===== config.mk =====
export PLATFORM = sky130hd
export DESIGN_NAME = ugsf_status_bank
export DESIGN_NICKNAME = d
export VERILOG_FILES = /design/src/logic/ugsf_pkg.sv /design/src/logic/ugsf_edge_detect.sv /design/src/logic/ugsf_capability.sv /design/src/logic/ugsf_status_bank.sv
export SDC_FILE = /design/constraint.sdc
export NUM_CORES = 1
export LEC_CHECK = 0
export BUFFER_PORTS_ARGS = -buffer_cell sky130_fd_sc_hd__buf_4
export CORE_ASPECT_RATIO = 0.5
export CORE_MARGIN = 5
export CORE_UTILIZATION = 40
export CTS_CLUSTER_SIZE = 30
export DETAILED_ROUTE_END_ITERATION = 10
export GPL_TIMING_DRIVEN = 0
export PLACE_DENSITY_LB_ADDON = 0.25
export SETUP_SLACK_MARGIN = 0.05
export SYNTH_ARGS = -nofsm -noshare
export SYNTH_HDL_FRONTEND = slang
export SYNTH_SLANG_ARGS = --single-unit

===== constraint.sdc =====
create_clock -name clk_sys -period 2.9 [get_ports clk_sys]
set_input_delay 0.725 -clock clk_sys [delete_from_list [all_inputs] [get_ports clk_sys]]
set_output_delay 0.725 -clock clk_sys [all_outputs]
set_load 0.05 [all_outputs]

===== src/logic/ugsf_pkg.sv =====
package ugsf_pkg;
   // ----------------------------------------
   // Register offsets
   // ----------------------------------------
   localparam logic [11:0] OFS_STATUS = 12'h804;
   localparam logic [11:0] OFS_CLEAR = 12'h808;
   localparam logic [11:0] OFS_SET = 12'h80C;
   localparam logic [11:0] OFS_VERSION = 12'h818;
   localparam logic [11:0] OFS_FEATURES = 12'h81C;
   localparam logic [11:0] OFS_ADDR_SIZE = 12'h820;

   // ----------------------------------------
   // Status field positions
   // ----------------------------------------
   localparam int BIT_IDPIN_EDGE = 0;
   localparam int BIT_VBUS_EDGE = 1;
   localparam int BIT_VBUS_ERROR = 3;
   localparam int BIT_BCONN_ERROR = 4;
   localparam int BIT_ROLE_SWAP = 5;
   localparam int BIT_SUSPEND_TIMEOUT = 7;
   localparam int BIT_SUPPLY_REQUEST = 9;
   localparam int BIT_IDPIN_LEVEL = 10;
   localparam int BIT_VBUS_LEVEL = 11;
   localparam int BIT_SPEED_LO = 12;

   // ----------------------------------------
   // Features and version field positions
   // ----------------------------------------
   localparam int FEAT_ENDPOINT_LO = 0;
   localparam int FEAT_CHANNEL_LO = 4;
   localparam int FEAT_DMA_WIDTH = 7;
   localparam int FEAT_DEPTH_LO = 8;
   localparam int FEAT_SIZE_CODE_LO = 12;
   localparam int FEAT_BYTE_WRITE = 15;
   localparam int VER_VERSION_LO = 0;
   localparam int VER_VARIANT_LO = 16;

   // ----------------------------------------
   // Reset values
   // ----------------------------------------
   localparam logic [31:0] STATUS_RESET = 32'h0000_0400;
   localparam logic VBUS_LEVEL_RESET = 1'h0;
   localparam logic IDPIN_LEVEL_RESET = 1'h1;
   localparam logic [31:0] READ_ZERO = 32'h0000_0000;
endpackage : ugsf_pkg


===== src/logic/ugsf_edge_detect.sv =====
`timescale 1ns/1ps
// Level tracker with a both-edge pulse
module ugsf_edge_detect #(
   parameter logic RESET_LEVEL = 1'b0
) (
   input wire logic clk_sys,
   input wire logic reset,
   input wire logic level_in,
   output logic level_q,
   output logic edge_pulse
);
   logic level_d;

   // Remember last level
   always_comb begin
      level_d = level_in;
   end

   always_ff @(posedge clk_sys) begin
      if (reset) begin
         level_q <= RESET_LEVEL;
      end else begin
         level_q <= level_d;
      end
   end

   // Either direction counts
   assign edge_pulse = level_in ^ level_q;
endmodule : ugsf_edge_detect


===== src/logic/ugsf_capability.sv =====
`timescale 1ns/1ps
// Build-time capability words
module ugsf_capability #(
   parameter int VERSION = 12'h100,
   parameter int VARIANT = 4'h0,
   parameter bit BYTE_WRITE = 1'b1,
   parameter int SIZE_CODE = 3,
   parameter int DMA_FIFO_DEPTH = 16,
   parameter bit DMA_WIDE = 1'b0,
   parameter int DMA_CHANNELS = 7,
   parameter int ENDPOINTS = 7,
   parameter int ADDR_SIZE = 32'h0000_1000
) (
   output logic [31:0] version_word,
   output logic [31:0] features_word,
   output logic [31:0] addr_size_word
);
   // Refuse values the fields cannot hold
   if (SIZE_CODE < 0 || SIZE_CODE > 7 || DMA_FIFO_DEPTH < 1 || DMA_FIFO_DEPTH > 16 ||
       DMA_CHANNELS < 1 || DMA_CHANNELS > 7 || ENDPOINTS < 1 || ENDPOINTS > 16 ||
       VERSION < 0 || VERSION > 4095 || VARIANT < 0 || VARIANT > 15) begin : g_bad_param
      $error("ugsf_capability: parameter out of range");
   end

   // Count of 1..16 into four bits, 16 as zero
   function automatic logic [3:0] ugsf_count4(input int n);
      ugsf_count4 = (n == 16) ? 4'h0 : n[3:0];
   endfunction : ugsf_count4

   // Assemble read-only words
   always_comb begin
      version_word = ugsf_pkg::READ_ZERO;
      version_word[ugsf_pkg::VER_VERSION_LO +: 12] = VERSION[11:0];
      version_word[ugsf_pkg::VER_VARIANT_LO +: 4] = VARIANT[3:0];
      features_word = ugsf_pkg::READ_ZERO;
      features_word[ugsf_pkg::FEAT_BYTE_WRITE] = BYTE_WRITE;
      features_word[ugsf_pkg::FEAT_SIZE_CODE_LO +: 3] = SIZE_CODE[2:0];
      features_word[ugsf_pkg::FEAT_DEPTH_LO +: 4] = ugsf_count4(DMA_FIFO_DEPTH);
      features_word[ugsf_pkg::FEAT_DMA_WIDTH] = DMA_WIDE;
      features_word[ugsf_pkg::FEAT_CHANNEL_LO +: 3] = DMA_CHANNELS[2:0];
      features_word[ugsf_pkg::FEAT_ENDPOINT_LO +: 4] = ugsf_count4(ENDPOINTS);
      addr_size_word = ADDR_SIZE[31:0];
   end
endmodule : ugsf_capability


===== src/logic/ugsf_status_bank.sv =====
`timescale 1ns/1ps
// Function
// - VBus drop sets error flag; interrupt when flag and its enable are one.
// - Error flag rises on VBus problem even with hardware supply control off.
// - Error flag clears only by writing one to its clear bit.
// - Either VBus edge sets transition flag; enabled flag interrupts; clear bit clears.
// - Either id pin edge sets id flag; enabled flag interrupts; clear bit clears.
// - Edge detectors keep running while controller clock is frozen.
// - Clear register: ones clear status bits 9,7,5,4,3,1,0; zeros do nothing.
// - Set register: ones force status bits 9,7,5,4,3,1,0 to one; zeros do nothing.
// - Clear and set registers always read zero.
// - Version register holds version bits 11:0 and variant bits 19:16.
// - Features bit 15 tells native byte-write packet memory.
// - Features bits 14:12 encode packet memory size, doubling from 256 bytes.
// - Features bits 11:8 give DMA FIFO depth, zero meaning 16.
// - Features bit 7 one means 24-bit DMA length counter.
// - Features bits 6:4 give DMA channel count, 1 to 7.
// - Features bits 3:0 give endpoint count, zero meaning 16.
// - Address size register reports register space size.
// - Supply request set by set bit, cleared by clear bit or error with hardware control.
// - Status register readable, resets to only bit 10 set.
module ugsf_status_bank #(
   parameter int VERSION = 12'h100,
   parameter int VARIANT = 4'h0,
   parameter bit BYTE_WRITE = 1'b1,
   parameter int SIZE_CODE = 3,
   parameter int DMA_FIFO_DEPTH = 16,
   parameter bit DMA_WIDE = 1'b0,
   parameter int DMA_CHANNELS = 7,
   parameter int ENDPOINTS = 7,
   parameter int ADDR_SIZE = 32'h0000_1000
) (
   input wire logic clk_sys,
   input wire logic reset,
   input wire logic [11:0] reg_addr,
   input wire logic reg_wr,
   input wire logic reg_rd,
   input wire logic [31:0] reg_wdata,
   output logic [31:0] reg_rdata,
   output logic reg_rvalid,
   input wire logic vbus_level,
   input wire logic role_id_input,
   input wire logic vbus_drop,
   input wire logic suspend_timeout_event,
   input wire logic role_swap_event,
   input wire logic bconn_error_event,
   input wire logic [1:0] speed_status,
   input wire logic vbus_output_hw_control_off,
   input wire logic vbus_error_irq_enable,
   input wire logic vbus_edge_irq_enable,
   input wire logic idpin_edge_irq_enable,
   input wire logic suspend_timeout_irq_enable,
   input wire logic role_swap_irq_enable,
   input wire logic bconn_error_irq_enable,
   output logic usb_irq,
   output logic vbus_supply_request,
   output logic [31:0] general_status_register
);
   // ----------------------------------------
   // Declarations
   // ----------------------------------------
   logic vbus_level_q;
   logic vbus_edge;
   logic idpin_level_q;
   logic idpin_edge;
   logic [31:0] version_word;
   logic [31:0] features_word;
   logic [31:0] addr_size_word;
   logic clr_wr;
   logic set_wr;
   logic [31:0] clr_bits;
   logic [31:0] set_bits;
   logic vbus_error_flag_q, vbus_error_flag_d;
   logic vbus_edge_flag_q, vbus_edge_flag_d;
   logic idpin_edge_flag_q, idpin_edge_flag_d;
   logic suspend_timeout_flag_q, suspend_timeout_flag_d;
   logic role_swap_flag_q, role_swap_flag_d;
   logic bconn_error_flag_q, bconn_error_flag_d;
   logic supply_request_q, supply_request_d;
   logic irq_q, irq_d;
   logic [31:0] status_q, status_d;
   logic [31:0] rdata_q, rdata_d;
   logic rvalid_q, rvalid_d;

   // Sticky flag update, set winning over clear
   function automatic logic ugsf_sticky(input logic cur, input logic set, input logic clr);
      ugsf_sticky = set | (cur & ~clr);
   endfunction : ugsf_sticky

   // ----------------------------------------
   // Pin edge detectors
   // ----------------------------------------
   // Run on the free clock, untouched by freeze
   ugsf_edge_detect #(
      .RESET_LEVEL(ugsf_pkg::VBUS_LEVEL_RESET)
   ) u_vbus_edge (
      .clk_sys(clk_sys),
      .reset(reset),
      .level_in(vbus_level),
      .level_q(vbus_level_q),
      .edge_pulse(vbus_edge)
   );

   ugsf_edge_detect #(
      .RESET_LEVEL(ugsf_pkg::IDPIN_LEVEL_RESET)
   ) u_idpin_edge (
      .clk_sys(clk_sys),
      .reset(reset),
      .level_in(role_id_input),
      .level_q(idpin_level_q),
      .edge_pulse(idpin_edge)
   );

   // ----------------------------------------
   // Capability constants
   // ----------------------------------------
   ugsf_capability #(
      .VERSION(VERSION),
      .VARIANT(VARIANT),
      .BYTE_WRITE(BYTE_WRITE),
      .SIZE_CODE(SIZE_CODE),
      .DMA_FIFO_DEPTH(DMA_FIFO_DEPTH),
      .DMA_WIDE(DMA_WIDE),
      .DMA_CHANNELS(DMA_CHANNELS),
      .ENDPOINTS(ENDPOINTS),
      .ADDR_SIZE(ADDR_SIZE)
   ) u_capability (
      .version_word(version_word),
      .features_word(features_word),
      .addr_size_word(addr_size_word)
   );

   // ----------------------------------------
   // Write decode
   // ----------------------------------------
   // Ones only act; writes elsewhere ignored
   assign clr_wr = reg_wr && (reg_addr == ugsf_pkg::OFS_CLEAR);
   assign set_wr = reg_wr && (reg_addr == ugsf_pkg::OFS_SET);
   assign clr_bits = clr_wr ? reg_wdata : ugsf_pkg::READ_ZERO;
   assign set_bits = set_wr ? reg_wdata : ugsf_pkg::READ_ZERO;

   // ----------------------------------------
   // Status flags
   // ----------------------------------------
   // Next flag values and interrupt request
   always_comb begin
      // Error flag rises regardless of hardware control setting
      vbus_error_flag_d = ugsf_sticky(vbus_error_flag_q,
         vbus_drop | set_bits[ugsf_pkg::BIT_VBUS_ERROR],
         clr_bits[ugsf_pkg::BIT_VBUS_ERROR]);
      vbus_edge_flag_d = ugsf_sticky(vbus_edge_flag_q,
         vbus_edge | set_bits[ugsf_pkg::BIT_VBUS_EDGE],
         clr_bits[ugsf_pkg::BIT_VBUS_EDGE]);
      idpin_edge_flag_d = ugsf_sticky(idpin_edge_flag_q,
         idpin_edge | set_bits[ugsf_pkg::BIT_IDPIN_EDGE],
         clr_bits[ugsf_pkg::BIT_IDPIN_EDGE]);
      suspend_timeout_flag_d = ugsf_sticky(suspend_timeout_flag_q,
         suspend_timeout_event | set_bits[ugsf_pkg::BIT_SUSPEND_TIMEOUT],
         clr_bits[ugsf_pkg::BIT_SUSPEND_TIMEOUT]);
      role_swap_flag_d = ugsf_sticky(role_swap_flag_q,
         role_swap_event | set_bits[ugsf_pkg::BIT_ROLE_SWAP],
         clr_bits[ugsf_pkg::BIT_ROLE_SWAP]);
      bconn_error_flag_d = ugsf_sticky(bconn_error_flag_q,
         bconn_error_event | set_bits[ugsf_pkg::BIT_BCONN_ERROR],
         clr_bits[ugsf_pkg::BIT_BCONN_ERROR]);
      // Supply request drops on error only under hardware control
      supply_request_d = ugsf_sticky(supply_request_q,
         set_bits[ugsf_pkg::BIT_SUPPLY_REQUEST],
         clr_bits[ugsf_pkg::BIT_SUPPLY_REQUEST] |
         (vbus_drop & ~vbus_output_hw_control_off));
      // Interrupt from next flag values
      irq_d = (vbus_error_flag_d & vbus_error_irq_enable) |
         (vbus_edge_flag_d & vbus_edge_irq_enable) |
         (idpin_edge_flag_d & idpin_edge_irq_enable) |
         (suspend_timeout_flag_d & suspend_timeout_irq_enable) |
         (role_swap_flag_d & role_swap_irq_enable) |
         (bconn_error_flag_d & bconn_error_irq_enable);
      // Status word as software sees it
      status_d = ugsf_pkg::READ_ZERO;
      status_d[ugsf_pkg::BIT_IDPIN_EDGE] = idpin_edge_flag_d;
      status_d[ugsf_pkg::BIT_VBUS_EDGE] = vbus_edge_flag_d;
      status_d[ugsf_pkg::BIT_VBUS_ERROR] = vbus_error_flag_d;
      status_d[ugsf_pkg::BIT_BCONN_ERROR] = bconn_error_flag_d;
      status_d[ugsf_pkg::BIT_ROLE_SWAP] = role_swap_flag_d;
      status_d[ugsf_pkg::BIT_SUSPEND_TIMEOUT] = suspend_timeout_flag_d;
      status_d[ugsf_pkg::BIT_SUPPLY_REQUEST] = supply_request_d;
      status_d[ugsf_pkg::BIT_IDPIN_LEVEL] = role_id_input;
      status_d[ugsf_pkg::BIT_VBUS_LEVEL] = vbus_level;
      status_d[ugsf_pkg::BIT_SPEED_LO +: 2] = speed_status;
   end

   always_ff @(posedge clk_sys) begin
      if (reset) begin
         vbus_error_flag_q <= 1'b0;
         vbus_edge_flag_q <= 1'b0;
         idpin_edge_flag_q <= 1'b0;
         suspend_timeout_flag_q <= 1'b0;
         role_swap_flag_q <= 1'b0;
         bconn_error_flag_q <= 1'b0;
         supply_request_q <= 1'b0;
         irq_q <= 1'b0;
         status_q <= ugsf_pkg::STATUS_RESET;
      end else begin
         vbus_error_flag_q <= vbus_error_flag_d;
         vbus_edge_flag_q <= vbus_edge_flag_d;
         idpin_edge_flag_q <= idpin_edge_flag_d;
         suspend_timeout_flag_q <= suspend_timeout_flag_d;
         role_swap_flag_q <= role_swap_flag_d;
         bconn_error_flag_q <= bconn_error_flag_d;
         supply_request_q <= supply_request_d;
         irq_q <= irq_d;
         status_q <= status_d;
      end
   end

   // ----------------------------------------
   // Read path
   // ----------------------------------------
   // Registered read data, zero for write-only and unmapped
   always_comb begin
      rvalid_d = reg_rd;
      rdata_d = ugsf_pkg::READ_ZERO;
      if (reg_rd) begin
         unique case (reg_addr)
            ugsf_pkg::OFS_STATUS: rdata_d = status_q;
            ugsf_pkg::OFS_VERSION: rdata_d = version_word;
            ugsf_pkg::OFS_FEATURES: rdata_d = features_word;
            ugsf_pkg::OFS_ADDR_SIZE: rdata_d = addr_size_word;
            default: rdata_d = ugsf_pkg::READ_ZERO;
         endcase
      end
   end

   always_ff @(posedge clk_sys) begin
      if (reset) begin
         rdata_q <= ugsf_pkg::READ_ZERO;
         rvalid_q <= 1'b0;
      end else begin
         rdata_q <= rdata_d;
         rvalid_q <= rvalid_d;
      end
   end

   // ----------------------------------------
   // Outputs
   // ----------------------------------------
   assign reg_rdata = rdata_q;
   assign reg_rvalid = rvalid_q;
   assign usb_irq = irq_q;
   assign vbus_supply_request = supply_request_q;
   assign general_status_register = status_q;
endmodule : ugsf_status_bank


# Yosys cells after proc, flatten, opt, wreduce, memory -nomap -nowiden
# Index checks and enable logic that the tools add are counted.
[word_totals]
reg_bits = 75
latchBits = 0
mem_bits_rw = 0
mem_bits_ro = 0
inputBits = 63
out_inout_bits = 67
wordCells = 70
n_memories = 0
[op_classes]
add_sub_neg = 0
mul = 0
div_mod_pow = 0
n_lt_le_gt_ge = 0
n_eq_ne = 6
shifts = 0
mux = 3
bitwise_logic = 44
reduce_logical = 3
[ops]
columns = ["op", "n"]
rows = [
  ["$pmux 32 s4", 1],
  ["$eq 12x12->1 const B", 6],
  ["$mux 10", 2],
  ["$or 1x1->1", 19],
  ["$and 1x1->1", 14],
  ["$not 1->1", 9],
  ["$logic_and 1x1->1", 2],
  ["$reduce_or 2->1", 1],
  ["$xor 1x1->1", 2],
]

# Logic depth before layout (Yosys ltp)
# Gate-level depths: netlist of the first run.
[logic_depth]
depth_word = 12
mapped_depth = 6
depth_no_buf = 5

# Modules after synthesis
# Synthesis of the first run repeated with hierarchy kept, for this count alone.
[hier_totals]
hier_cells = 336
area_unflattened_um2 = 2936.6
[by_module_without_submodules]
columns = ["module", "instances", "cells_each", "area_per_inst_um2", "seq_area_each_um2"]
rows = [
  ["ugsf_status_bank", 1, 232, 2138.3, 900.9],
  ["ugsf_capability", 1, 98, 728.2, 0.0],
  ["ugsf_edge_detect", 2, 3, 35.0, 20.0],
]

# Least setup slack after synthesis of the first run
# No wires, ideal clock.
[synth_timing]
path_kind = "in2reg"
from = "input port reg_addr[7]"
to = "register irq_q, in the netlist usb_irq"
setup_time_ns = 0.074
t_arrival_ns = 2.010
t_required_ns = 2.826
setup_slack_ns = 0.816
stages = 5
n_path_buf = 0
cell_sequence = "or4_4 nor4b_4 a221oi_1 o22a_1 a31oi_1"
[synth_between]
elab_chain_cells = 12
elab_cells_between_ends = 41
classes_between = "eq/ne (2); mux (2); bitwise (35); reduce/logical (2)"
[synth_rtl]
columns = ["item", "line_no", "rtl"]
rows = [
  ["from (decl)", "ugsf_status_bank.sv:35", "input wire logic [11:0] reg_addr,"],
  ["$eq 12x12->1", "ugsf_status_bank.sv:137", "assign clr_wr = reg_wr && (reg_addr == ugsf_pkg::OFS_CLEAR);"],
  ["$logic_and 1x1->1", "ugsf_status_bank.sv:137", ""],
  ["$mux 10", "ugsf_status_bank.sv:139", "assign clr_bits = clr_wr ? reg_wdata : ugsf_pkg::READ_ZERO;"],
  ["$not 1->1", "ugsf_status_bank.sv:87", "ugsf_sticky = set | (cur & ~clr);"],
  ["$and 1x1->1", "ugsf_status_bank.sv:87", ""],
  ["$or 1x1->1", "ugsf_status_bank.sv:87", ""],
  ["$and 1x1->1, on equally long branches", "ugsf_status_bank.sv:172, ugsf_status_bank.sv:173", ""],
  ["$or 1x1->1", "ugsf_status_bank.sv:172", "irq_d = (vbus_error_flag_d & vbus_error_irq_enable) |"],
  ["$or 1x1->1", "ugsf_status_bank.sv:173", "(vbus_edge_flag_d & vbus_edge_irq_enable) |"],
  ["$or 1x1->1", "ugsf_status_bank.sv:174", "(idpin_edge_flag_d & idpin_edge_irq_enable) |"],
  ["$or 1x1->1", "ugsf_status_bank.sv:175", "(suspend_timeout_flag_d & suspend_timeout_irq_enable) |"],
  ["$or 1x1->1 (*)", "ugsf_status_bank.sv:176", "(role_swap_flag_d & role_swap_irq_enable) |"],
  ["to (signal assigned)", "ugsf_status_bank.sv:211", "irq_q <= irq_d;"],
  ["to (decl)", "ugsf_status_bank.sv:80", "logic irq_q, irq_d;"],
]
# Every way passes the cells marked *; elsewhere a longest branch is shown, timed or not.
# A chain may end at the register's enable or synchronous reset.

# Final worst setup path of the first run
[layout_timing]
from = "input port reg_addr[7]"
to = "register rdata_q[1], in the netlist reg_rdata[1]"
[layout_between]
elab_chain_cells = 2
elab_cells_between_ends = 5
classes_between = "eq/ne (4); mux (1)"
[layout_rtl]
columns = ["item", "line_no", "rtl"]
rows = [
  ["$eq 12x12->1", "ugsf_status_bank.sv:224", "unique case (reg_addr)"],
  ["$pmux 32 s4 (*)", "ugsf_status_bank.sv:224", ""],
  ["to (signal assigned)", "ugsf_status_bank.sv:236", "rdata_q <= ugsf_pkg::READ_ZERO;"],
  ["to (signal assigned)", "ugsf_status_bank.sv:239", "rdata_q <= rdata_d;"],
  ["to (decl)", "ugsf_status_bank.sv:82", "logic [31:0] rdata_q, rdata_d;"],
]
# Marked as above.

==> summary by stage, run 1 <==
Outcome
The run finished with clean final reports.

Timing
The minimum setup slack in the final design is 631 ps. Setup violations remaining at the end of the flow were counted as 0. The number of failing hold endpoints at the final stage is 0. Static timing analysis puts the maximum clock frequency at 441 MHz. The final max-slew violation count is 0. In the finished design, the share of the clock period the worst path needs comes to 78.2%.

The pin slew with the least headroom to its limit is 575 ps. In this run the tightest slew margin relative to its limit is 61.4%. Setup repair after global routing left no endpoint under its margin. After routing, the total negative slack on setup checks comes to 0 ps. Clock skew on the completed layout was measured at 3.05 ps. The final-layout worst hold slack is 466 ps.

The clock period minus final worst setup slack is 2270 ps.

Flow run
The number of violations of the max-capacitance limit is 0.

Floorplan
The overall die width is 95.9 um. The cell row count is 15. In this run the standard cell core region covers 3490 um2. The number of ports placed on the die boundary is 130.

The starting density of the core is 42.3%. The area of the die is 5080 um2. The die is 52.9 um tall.

Pwr
The net switching fraction of the power is 32.6%. The power consumption is 0.985 mW. In this run the power spent charging and discharging nets is 0.321 mW.

The static leakage is 1.19 nW. The combinational group share of total power is 31.8%. The portion of total power attributed to the clock network is 30.0%. The peak supply drop is 0.000274 V. The internal power contribution is 0.664 mW.

The register share of total power is 38.1%. Dividing total power by cell area gives a power density of 439 nW/um2.

Clock tree
In this run, CTS created clock tree buffers numbering 3. The clock sink total is 26. The quantity of hold-fixing buffers added after cts is 0. The clock latency on the worst-skew pair is 270 ps. TritonCTS built the clock tree. Clock-pin slew was measured on the worst setup and hold paths at 90 ps. Buffers added to address setup during post-CTS repair amount to 0. In this run the number of H-tree levels came out at 1. The post-cts sizing count is 0.

CTS placed an instance of clkbuf_8 at the clock tree root. The clock passes through at most 2 buffers.

GRT
Summed over all layers, the global routing overflow is 0. The first-pass GRT wire length is 5.63 mm. Entering global routing, the biggest net connects 16 pins. The initial antenna violation count is 0. For this run, the total global-route usage over all layers was measured as 14.3%.

The via count of the first global-routing pass is 1334.

Worst setup path
The total number of cells along the worst setup path is 6. The delay of the slowest critical-path stage is 550 ps. The worst setup path is of the input port to flop kind. The number of buffers and inverters on the critical path is 1. The required time at the worst-slack endpoint is 3110 ps. The startpoint kind of the worst setup timing path is an input port.

The worst path arrival time is 2480 ps. The highest fanout seen on the critical path is 10. The slowest stage cell on the critical path is nor4_4.

The signal on the critical path passes through buf_4 -> nor4_4 -> nand2_1 -> nor4_4 -> nand2_1 -> a21oi_1. Counting cells, the worst reg-to-reg path comes to 4. On the critical path the largest part of the delay comes from simple AND/OR/NAND/NOR gates. The critical path endpoint category is a flop.

Yosys
The post-synthesis cell area is 1480 um2. In this run, distinct cell masters in the synthesized netlist total 36. The portion of the post-synthesis area used by sequential elements is 35.3%.

The area share of xor/xnor cells in the synthesized design is 1.19%. The synthesized netlist devotes 0% of its cell area to adder and majority cells. During synthesis, Yosys emitted a total of 0 warnings. Each instance of the synthesized netlist takes up on average 8.99 um2.

The simple-gate portion of the synthesized area is 23.6%. The number of synthesized flops with an enable pin is 0. The synthesized netlist devotes 11.7% of its cell area to compound gates. The share of flip-flops with an asynchronous set or reset is 0%. The dominant register cell in the synthesized netlist is dfxtp_1. The number of instances in the synthesized netlist is 164. The dominant combinational cell family by area after synthesis is buffers and inverters. The synthesized design contains 26 register bits.

The share of synthesized area spent on multiplexers is 0%.

Route
The pre-antenna-repair detailed-routing pass consisted of 4 iterations. In this run, the number of DRC markers left after iteration 0 of detailed routing was 63. For this run, design rule violations remaining after detail routing come to 0. The count of nets left with antenna violations after detail routing is 0.

After detailed routing, the average wire length per cell comes to 11.5 um. After detailed routing, the number of vias per cell comes to 4.25. For this block, the via count after detailed routing is 1369. Wires add up to 3.69 mm.

Finish
After routing the design area is 2240 um2. The library cells used most frequently in the layout, excluding fill and tap cells, are buf_4 (115), conb_1 (38), dfxtp_1 (26), nor2_1 (11), inv_1 (9). The synthesis-to-finish area growth is 52.2%. The core occupancy in the finished layout is 64.3%. The antenna cell count is 0. At the end of the flow, the number of nets in the layout was 335.

Leaving out fill and tap cells, the most frequent cell in the layout is buf_4. The fraction of final layout cells with drive strength greater than 1 is 47.2%. Fill cells in the final layout number 313. The final non-filler cell total is 322.

Place
The number of cells after detailed placement is 318. The number of I/O port buffers is 66. The routability congestion estimate from global placement is 0.798. Detailed placement finished with a half-perimeter wire length of 3.17 mm. Before CTS, the worst setup slack after placement is 360 ps. The placement-stage cell area is 2170 um2.

Min path
The path class of the tightest hold or removal check is flop to flop. The worst hold path passes through 2 cells.
## synth_stat cells (all sizes together), types with 3 or more instances
library cell	count	share of area, %
a21oi	7	2.4
a41oi	3	1.8
and3	6	2.6
buf	49	25
clkbuf	3	0.76
dfxtp	26	35
inv	9	2.3
nand2	8	2.0
nand2b	3	1.3
nand4	4	1.7
nor2	11	2.8
nor2b	4	1.7
nor4	3	3.3
## path summary, 6_finish.rpt
check / endpoint / from / slack [ps]
worst max-delay path: reg_rdata[1] / reg_addr[7] / 630
worst min register to register: reg_rdata[13] / general_status_register[13] / 470
worst min-delay path: reg_rdata[13] / general_status_register[13] / 470
worst max register to register: usb_irq / general_status_register[10] / 1530
## worst register-to-register path: stages (launching register included)
cell,delay (ps)
dfxtp_1,340
xor2_1,170
or3_1,360
a32oi_1,260
a31oi_1,110
## power groups by stage
stage | logic, mW | clock network [mW] | registers (mW)
floorplan | 0.225 | 0 | 0.394
global placement | 0.309 | 0 | 0.384
detailed placement | 0.310 | 0 | 0.384
CTS | 0.311 | 0.302 | 0.376
global route | 0.333 | 0.318 | 0.377
finish | 0.314 | 0.296 | 0.376
## cells by family (layout without fill, tap and decap cells)
group	after synthesis	count (layout)
buffers and inverters	61	131
and+or+nand+nor	50	50
DFF	26	26
AOI/OAI and AO/OA	24	24
xor gates and xnor gates	2	2
other	1	38
## per-layer routing
layer / track usage [%] / routed length [um] / up-vias / part of all wire [%]
met5: 0 / 0 / - / 0
met4: 3.07 / 26 / 0 / 0.70
met3: 6.11 / 400 / 4 / 11
met2: 26.9 / 1860 / 68 / 50
met1: 14.9 / 1410 / 608 / 38
li1: - / - / 689 / -
## state kept, by name, indices dropped and copies added, names as in the netlist
signal	cells
general_status_register	11
reg_rvalid	1
reg_rdata	13
usb_irq	1
## cell type report
| class | count | area [um2] | area share, % |
|---|---|---|---|
| inverter | 9 | 33.8 | 1.51 |
| tap | 51 | 63.8 | 2.84 |
| clock buffer | 3 | 41.3 | 1.84 |
| clock inverter | 1 | 30.0 | 1.34 |
| multi-input combinational | 114 | 681 | 30.3 |
| timing repair buffer | 66 | 495 | 22.1 |
| sequential | 26 | 520 | 23.2 |
| buffer | 52 | 379 | 16.9 |
(Power assumes the default switching activity.)
==> run 2, diff against run 1 <==
--- a/config.mk
+++ b/config.mk
@@ -8,7 +8,7 @@
 export BUFFER_PORTS_ARGS = -buffer_cell sky130_fd_sc_hd__buf_4
 export CORE_ASPECT_RATIO = 0.5
 export CORE_MARGIN = 5
-export CORE_UTILIZATION = 40
+export CORE_UTILIZATION = 38
 export CTS_CLUSTER_SIZE = 30
 export DETAILED_ROUTE_END_ITERATION = 10
 export GPL_TIMING_DRIVEN = 0
==> constraint.sdc (replaced) <==
create_clock -name clk_sys -period 2.1 [get_ports clk_sys]
set_input_delay 0.525 -clock clk_sys [delete_from_list [all_inputs] [get_ports clk_sys]]
set_output_delay 0.525 -clock clk_sys [all_outputs]
set_load 0.05 [all_outputs]
==> run 2 against run 1 <==
Design area rose by 1.9%. Worst hold slack got worse by 38 ps. Critical path depth rose by 1. First-iteration DRC count fell by 19%. Register-to-register slack got worse by 810 ps. Clock power rose by 41%. Clock skew fell by 1.8 ps. Core utilization fell by 4.5 points. Final cell count rose by 2.5%. Wire length rose by 6.3%. Critical endpoint is now usb_irq.
==> summary by stage, run 2 (synthesized netlist as in run 1, its figures left out) <==
Outcome
Result of the run: completed (unchanged).

Clock tree
The quantity of hold-fixing buffers added after cts is 0 (unchanged). The number of CTS-inserted buffers is 3 (unchanged). The root buffer cell is clkbuf_8 (unchanged). The clock latency on the worst-skew pair is 270 ps (about the same). The clock sink total is 26 (unchanged). The number of buffers between clock root and the deepest sink is 2 (unchanged). The TritonCTS clock tree is done (unchanged).

The H-tree level count is 1 (unchanged). The clock-pin slew on the worst setup and hold paths is 90 ps (about the same).

Timing
The final-layout worst hold slack is 429 ps (was 466 ps). The final setup violation count is 0 (unchanged). The final critical path takes up 91.4% of the cycle. RSZ-0062 raised after global routing: false (unchanged). The total negative slack for setup checks was 0 ps (unchanged).

The number of failing hold endpoints at the final stage is 0 (unchanged). For the finished layout, the period the worst path requires is 1920 ps. The clock tree skew after final layout is 1.30 ps (was 3.05 ps). Timing would allow up to 521 MHz.

The final max-slew violation count is 0 (unchanged).

GRT
The first-pass GRT wire length is 5.75 mm (was 5.63 mm). The global-route layer with the greatest usage was met2 (unchanged). The pin count of the biggest net entering global routing is 16 (unchanged). The combined global-route utilization of all metal layers is 13.6% (was 14.3%). The via count of the first global-routing pass is 1341 (was 1334). The remaining global-route overflow came to 0 (unchanged). The initial antenna violation count was 0 (unchanged). The met2 layer usage reported by global route is 26.5% (was 26.9%). The met1 capacity usage during global routing is 14.8% (was 14.9%). The met3 capacity usage during global routing is 4.79% (was 6.11%).

Worst setup path
The depth of the most critical reg-to-reg path is 4 (unchanged). The worst path arrival time is 2070 ps (was 2480 ps). The delay of the slowest critical-path stage is 340 ps (was 550 ps). The setup slack on the worst flop-to-flop path is 720 ps (was 1530 ps). The critical path class is input port to flop (unchanged). The cell family contributing the most delay on the critical path is simple AND/OR/NAND/NOR gates (unchanged). The launch point of the worst reg-to-reg path is general_status_register[10] (unchanged). The worst setup path endpoint was usb_irq (was reg_rdata[1]). The end of the worst register-to-register path is usb_irq (unchanged).

Cell-by-cell trace of the critical path: buf_4 -> nor4bb_1 -> clkbuf_2 -> nand4_1 -> or3_1 -> a32oi_1 -> a31oi_1 (was buf_4 -> nor4_4 -> nand2_1 -> nor4_4 -> nand2_1 -> a21oi_1). The critical path endpoint category is a flop (unchanged). The startpoint kind of the worst setup timing path is an input port (unchanged). The highest fanout seen on the critical path is 8 (was 10). The count of buffering cells on the critical path with inverters included is 2 (was 1). The total number of cells along the worst setup path was 7 (was 6). The slowest stage cell on the critical path is or3_1 (was nor4_4). The timing startpoint of the critical path is reg_addr[4] (was reg_addr[7]). The required time at the worst-slack endpoint is 2250 ps (was 3110 ps).

Floorplan
The overall die width is 98.1 um (was 95.9 um). The area of the die was 5300 um2 (was 5080 um2). The number of ports placed on the die boundary is 130 (unchanged). The starting density of the core is 38.6% (was 42.3%). The core region area came to 3820 um2 (was 3490 um2). The cell row count is 16 (was 15).

The die height is 54.1 um (was 52.9 um).

Flow run
The number of violations of the max-capacitance limit is 0 (unchanged).

Place
The number of I/O port buffers was 66 (unchanged). The routability congestion estimate from global placement was 0.738 (was 0.798). The post-DP HPWL is 3.20 mm (was 3.17 mm).

Pwr
The power density normalized to cell area was 601 nW/um2 (was 439 nW/um2). The peak supply drop is 0.000284 V (was 0.000274 V). The power consumption came to 1.37 mW (was 0.985 mW). The static leakage is 1.22 nW (was 1.19 nW).

Route
The average detailed-routed wire length per instance was 11.9 um (was 11.5 um). The routed via count divided by cell count was 4.15 (was 4.25). The count of nets left with antenna violations after detail routing is 0 (unchanged). The initial detailed-routing violation count is 51 (was 63). The wire length after detailed routing was 3.93 mm (was 3.69 mm).

The total DRC errors in the routed layout came to 0 (unchanged). The count of TritonRoute iterations in the first routing pass is 4 (unchanged). The via count is 1370 (was 1369).

Finish
The most common cell after layout, fill and taps aside is buf_4 (unchanged). Leading cell types in the layout, fill and taps excluded: buf_4 (120), conb_1 (38), dfxtp_1 (26), nor2_1 (11), inv_1 (9) (was buf_4 (115), conb_1 (38), dfxtp_1 (26), nor2_1 (11), inv_1 (9)). The fraction of final layout cells with drive strength greater than 1 is 48.6% (was 47.2%).

The antenna cell count is 0 (unchanged). The number of filler cells placed in the layout is 357 (was 313). The post-layout net count came to 340 (was 335). The flip-flop count of the largest register after layout is 13 (unchanged). The core occupancy in the finished layout is 59.8% (was 64.3%). The synthesis-to-finish area growth was 55.0% (was 52.2%).

Min path
The path class of the lowest-slack min-delay path is input port to flop (was flop to flop).
run 2: cell types whose count changed in the layout (fill, tap and decap cells not counted):
| cell | previous run | this run |
|---|---|---|
| clkbuf_1 | 3 | 2 |
| buf_4 | 115 | 120 |
| clkbuf_2 | 0 | 1 |
run 2: stage by stage:
step           worst slack, ps  cell area (um2)  std cells
2_1_floorplan              216             1610        201
3_3_place_gp              -192             2180        321
3_5_place_dp              -218             2180        321
4_1_cts                   68.0             2250        325
5_1_grt                   57.3             2290        330
6_report                   181             2290        330
run 2: per-layer routing:
layer / up-vias / part of all wire, %
met5: - / 0
met3: 5 / 8.2
met1: 608 / 40
li1: 697 / -
met2: 60 / 51
met4: 0 / 0.87
run 2: what timing repair did:
| item | CTS | global route |
|---|---|---|
| resized for setup | 0 | 1 |
| setup endpoints to repair | 0 | 6 |
| setup buffers | 0 | 5 |
run 2: power breakdown:
group / internal, mW / switching, mW
sequential: 0.509 / 0.0109
clock: 0.255 / 0.163
combinational: 0.155 / 0.282
total: 0.919 / 0.456
run 2: worst register-to-register path: stages, from the launching register on:
cell and delay [ps]:
dfxtp_1 340, xor2_1 180, or3_1 370, a32oi_1 260, a31oi_1 120
run 2: cell type report:
cell class | count | area, um2 | share of cell area, %
plain buffers | 52 | 380 | 16.6
clock buffers | 3 | 41.3 | 1.81
clock inverters | 1 | 30.0 | 1.31
inverters | 9 | 33.8 | 1.48
multi-input cells | 114 | 681 | 29.8
flip-flops and latches | 26 | 520 | 22.8
well taps | 54 | 67.6 | 2.95
repair buffers | 71 | 533 | 23.3
run 2: how the worst min path moves through the flow:
| stage | startpoint | endpoint | slack (ps) | cells past startpoint |
|---|---|---|---|---|
| 6_report | reset | general_status_register[13] | 430 | 2 |
| 5_1_grt | reset | general_status_register[13] | 430 | 2 |
| 4_1_cts | reset | general_status_register[13] | 430 | 2 |
| 3_5_place_dp | general_status_register[0] | reg_rdata[0] | 470 | 2 |
| 3_3_place_gp | general_status_register[13] | reg_rdata[13] | 450 | 2 |
| 2_1_floorplan | general_status_register[1] | reg_rdata[1] | 450 | 2 |
==> run 3, diff against run 2 <==
--- a/config.mk
+++ b/config.mk
@@ -12,7 +12,7 @@
 export CTS_CLUSTER_SIZE = 30
 export DETAILED_ROUTE_END_ITERATION = 10
 export GPL_TIMING_DRIVEN = 0
-export PLACE_DENSITY_LB_ADDON = 0.25
+export PLACE_DENSITY = 0.78
 export SETUP_SLACK_MARGIN = 0.05
 export SYNTH_ARGS = -nofsm -noshare
 export SYNTH_HDL_FRONTEND = slang
==> run 3 against run 2 <==
Clock-buffer cell count rose by 1. Wire length is 2.3% lower. Setup slack gained 10 ps. Worst hold slack better by 4.4 ps. Die area unchanged. Non-clock buffer count stayed put. Design area is 0.71% lower. Sequential cell count is the same. Core utilization is 0.43 points lower. Clock skew is 2.6 ps higher. Global-route usage rose by 0.23 points. Sequential share of layout area is 0.16 points higher. Largest cell class unchanged.
==> summary by stage, run 3 (synthesized netlist as in run 1, its figures left out) <==
Place
The number of I/O port buffers is 66 (unchanged). The post-DP HPWL is 3.17 mm (was 3.20 mm). The placement-stage cell area is 2180 um2 (unchanged). The routability congestion estimate from global placement is 0.882 (was 0.738).

Worst setup path
The startpoint kind of the worst setup timing path is an input port (unchanged). The timing startpoint of the critical path was reg_addr[4] (unchanged). The critical path endpoint category is a flop (unchanged). The worst path arrival time is 2060 ps (was 2070 ps). The setup slack on the worst flop-to-flop path is 720 ps (about the same). The launch point of the worst reg-to-reg path is general_status_register[10] (unchanged). The critical path class is input port to flop (unchanged). The required time at the worst-slack endpoint is 2250 ps (about the same). The highest fanout seen on the critical path is 8 (unchanged).

Clock tree
The root buffer cell is clkbuf_8 (unchanged). The clock sink total came to 26 (unchanged). The H-tree level count is 1 (unchanged). The number of buffers between clock root and the deepest sink is 2 (unchanged). The clock latency on the worst-skew pair is 270 ps (about the same). The TritonCTS clock tree is done (unchanged). The clock-pin slew on the worst setup and hold paths came to 80 ps (was 90 ps).

The number of CTS-inserted buffers is 3 (unchanged).

Floorplan
The core region area is 3820 um2 (unchanged). The starting density of the core came to 38.6% (unchanged). The number of ports placed on the die boundary is 130 (unchanged). The overall die width is 98.1 um (unchanged). The cell row count is 16 (unchanged). The area of the die was 5300 um2 (unchanged). The die height came to 54.1 um (unchanged).

Finish
The post-layout net count is 340 (unchanged). The synthesis-to-finish area growth is 53.9% (was 55.0%). The flip-flop count of the largest register after layout is 13 (unchanged).

The fraction of final layout cells with drive strength greater than 1 is 48.6% (unchanged). The most common cell after layout, fill and taps aside was buf_4 (unchanged). Leading cell types in the layout, fill and taps excluded: buf_4 (120), conb_1 (38), dfxtp_1 (26), nor2_1 (11), inv_1 (9) (unchanged).

The antenna cell count is 0 (unchanged). The final instance area is 2270 um2 (was 2290 um2).

Timing
The clock period minus final worst setup slack is 1910 ps (was 1920 ps). The final max-slew violation count is 0 (unchanged). The maximum achievable frequency came to 524 MHz (was 521 MHz). The number of failing hold endpoints at the final stage came to 0 (unchanged).

The fraction of the cycle the final worst path needs was 90.9% (was 91.4%). The total negative slack for setup checks is 0 ps (unchanged). The clock tree skew after final layout is 3.88 ps (was 1.30 ps). The final-layout worst hold slack is 433 ps (was 429 ps). The final setup violation count came to 0 (unchanged). RSZ-0062 raised after global routing: false (unchanged).

GRT
The initial antenna violation count is 0 (unchanged). The remaining global-route overflow was 0 (unchanged). The via count of the first global-routing pass is 1351 (was 1341). The combined global-route utilization of all metal layers is 13.9% (was 13.6%). The pin count of the biggest net entering global routing is 15 (was 16). The first-pass GRT wire length came to 5.95 mm (was 5.75 mm).

Min path
The startpoint of the most critical hold path was reset (unchanged). The path class of the lowest-slack min-delay path is input port to flop (unchanged).

Route
The via count came to 1390 (was 1370). The routed via count divided by cell count is 4.21 (was 4.15). The average detailed-routed wire length per instance was 11.6 um (was 11.9 um). The count of nets left with antenna violations after detail routing was 0 (unchanged). The initial detailed-routing violation count was 56 (was 51). The total DRC errors in the routed layout is 0 (unchanged). The count of TritonRoute iterations in the first routing pass is 4 (unchanged).

The wire length after detailed routing was 3.83 mm (was 3.93 mm).

Pwr
The static leakage is 1.21 nW (was 1.22 nW). The peak supply drop is 0.000322 V (was 0.000284 V). The power consumption came to 1.27 mW (was 1.37 mW).

The power density normalized to cell area came to 560 nW/um2 (was 601 nW/um2).

Flow run
The number of violations of the max-capacitance limit is 0 (unchanged).

Outcome
Result of the run: completed (unchanged).
run 3: changes by cell type in the layout (fill, tap and decap cells not counted), sizes merged:
cell	change
bufinv	-1
clkbuf	+1
run 3: layout make-up:
class                      count  area, um2
timing repair buffer          71        533
multi-input combinational    114        681
sequential                    26        520
fill                         328       1550
inverter                       9       33.8
tap                           54       67.6
clock buffer                   4       55.1
buffer                        52        380
run 3: metrics by stage:
step,setup slack (ps),instances,util [%]
finish,191,330,59.4
global route,146,330,59.4
CTS,80.1,325,58.4
detailed placement,-197,321,56.9
global placement,-183,321,56.9
floorplan,216,201,-
run 3: repair_timing:
item,4_1_cts,5_1_grt
hold buffers,0,0
setup buffers,0,5
gates resized for setup,0,2
endpoints found under the setup margin,0,5
run 3: critical path, cell delays in order:
cell	delay, ps
buf_4	140
nor4bb_1	260
clkbuf_2	260
nand4_1	150
or3_1	340
a32oi_1	280
a31oi_1	110
run 3: layer usage:
layer | vias up | GRT usage (%) | routed length, um
li1 | 699 | - | -
met1 | 625 | 16.1 | 1590
met2 | 60 | 25.0 | 1920
met3 | 6 | 4.66 | 274
met4 | 0 | 3.91 | 43
met5 | - | 0 | 0
run 3: where the power goes:
part | internal (mW) | switching (mW)
registers | 0.508 | 0.0108
logic | 0.155 | 0.282
clock network | 0.168 | 0.149
total | 0.831 | 0.442
run 3: final timing paths:
check	end	cells past startpoint
worst max-delay path	usb_irq	7
worst min-delay path	general_status_register[13]	2
worst max register to register	usb_irq	4
worst min register to register	reg_rdata[13]	2
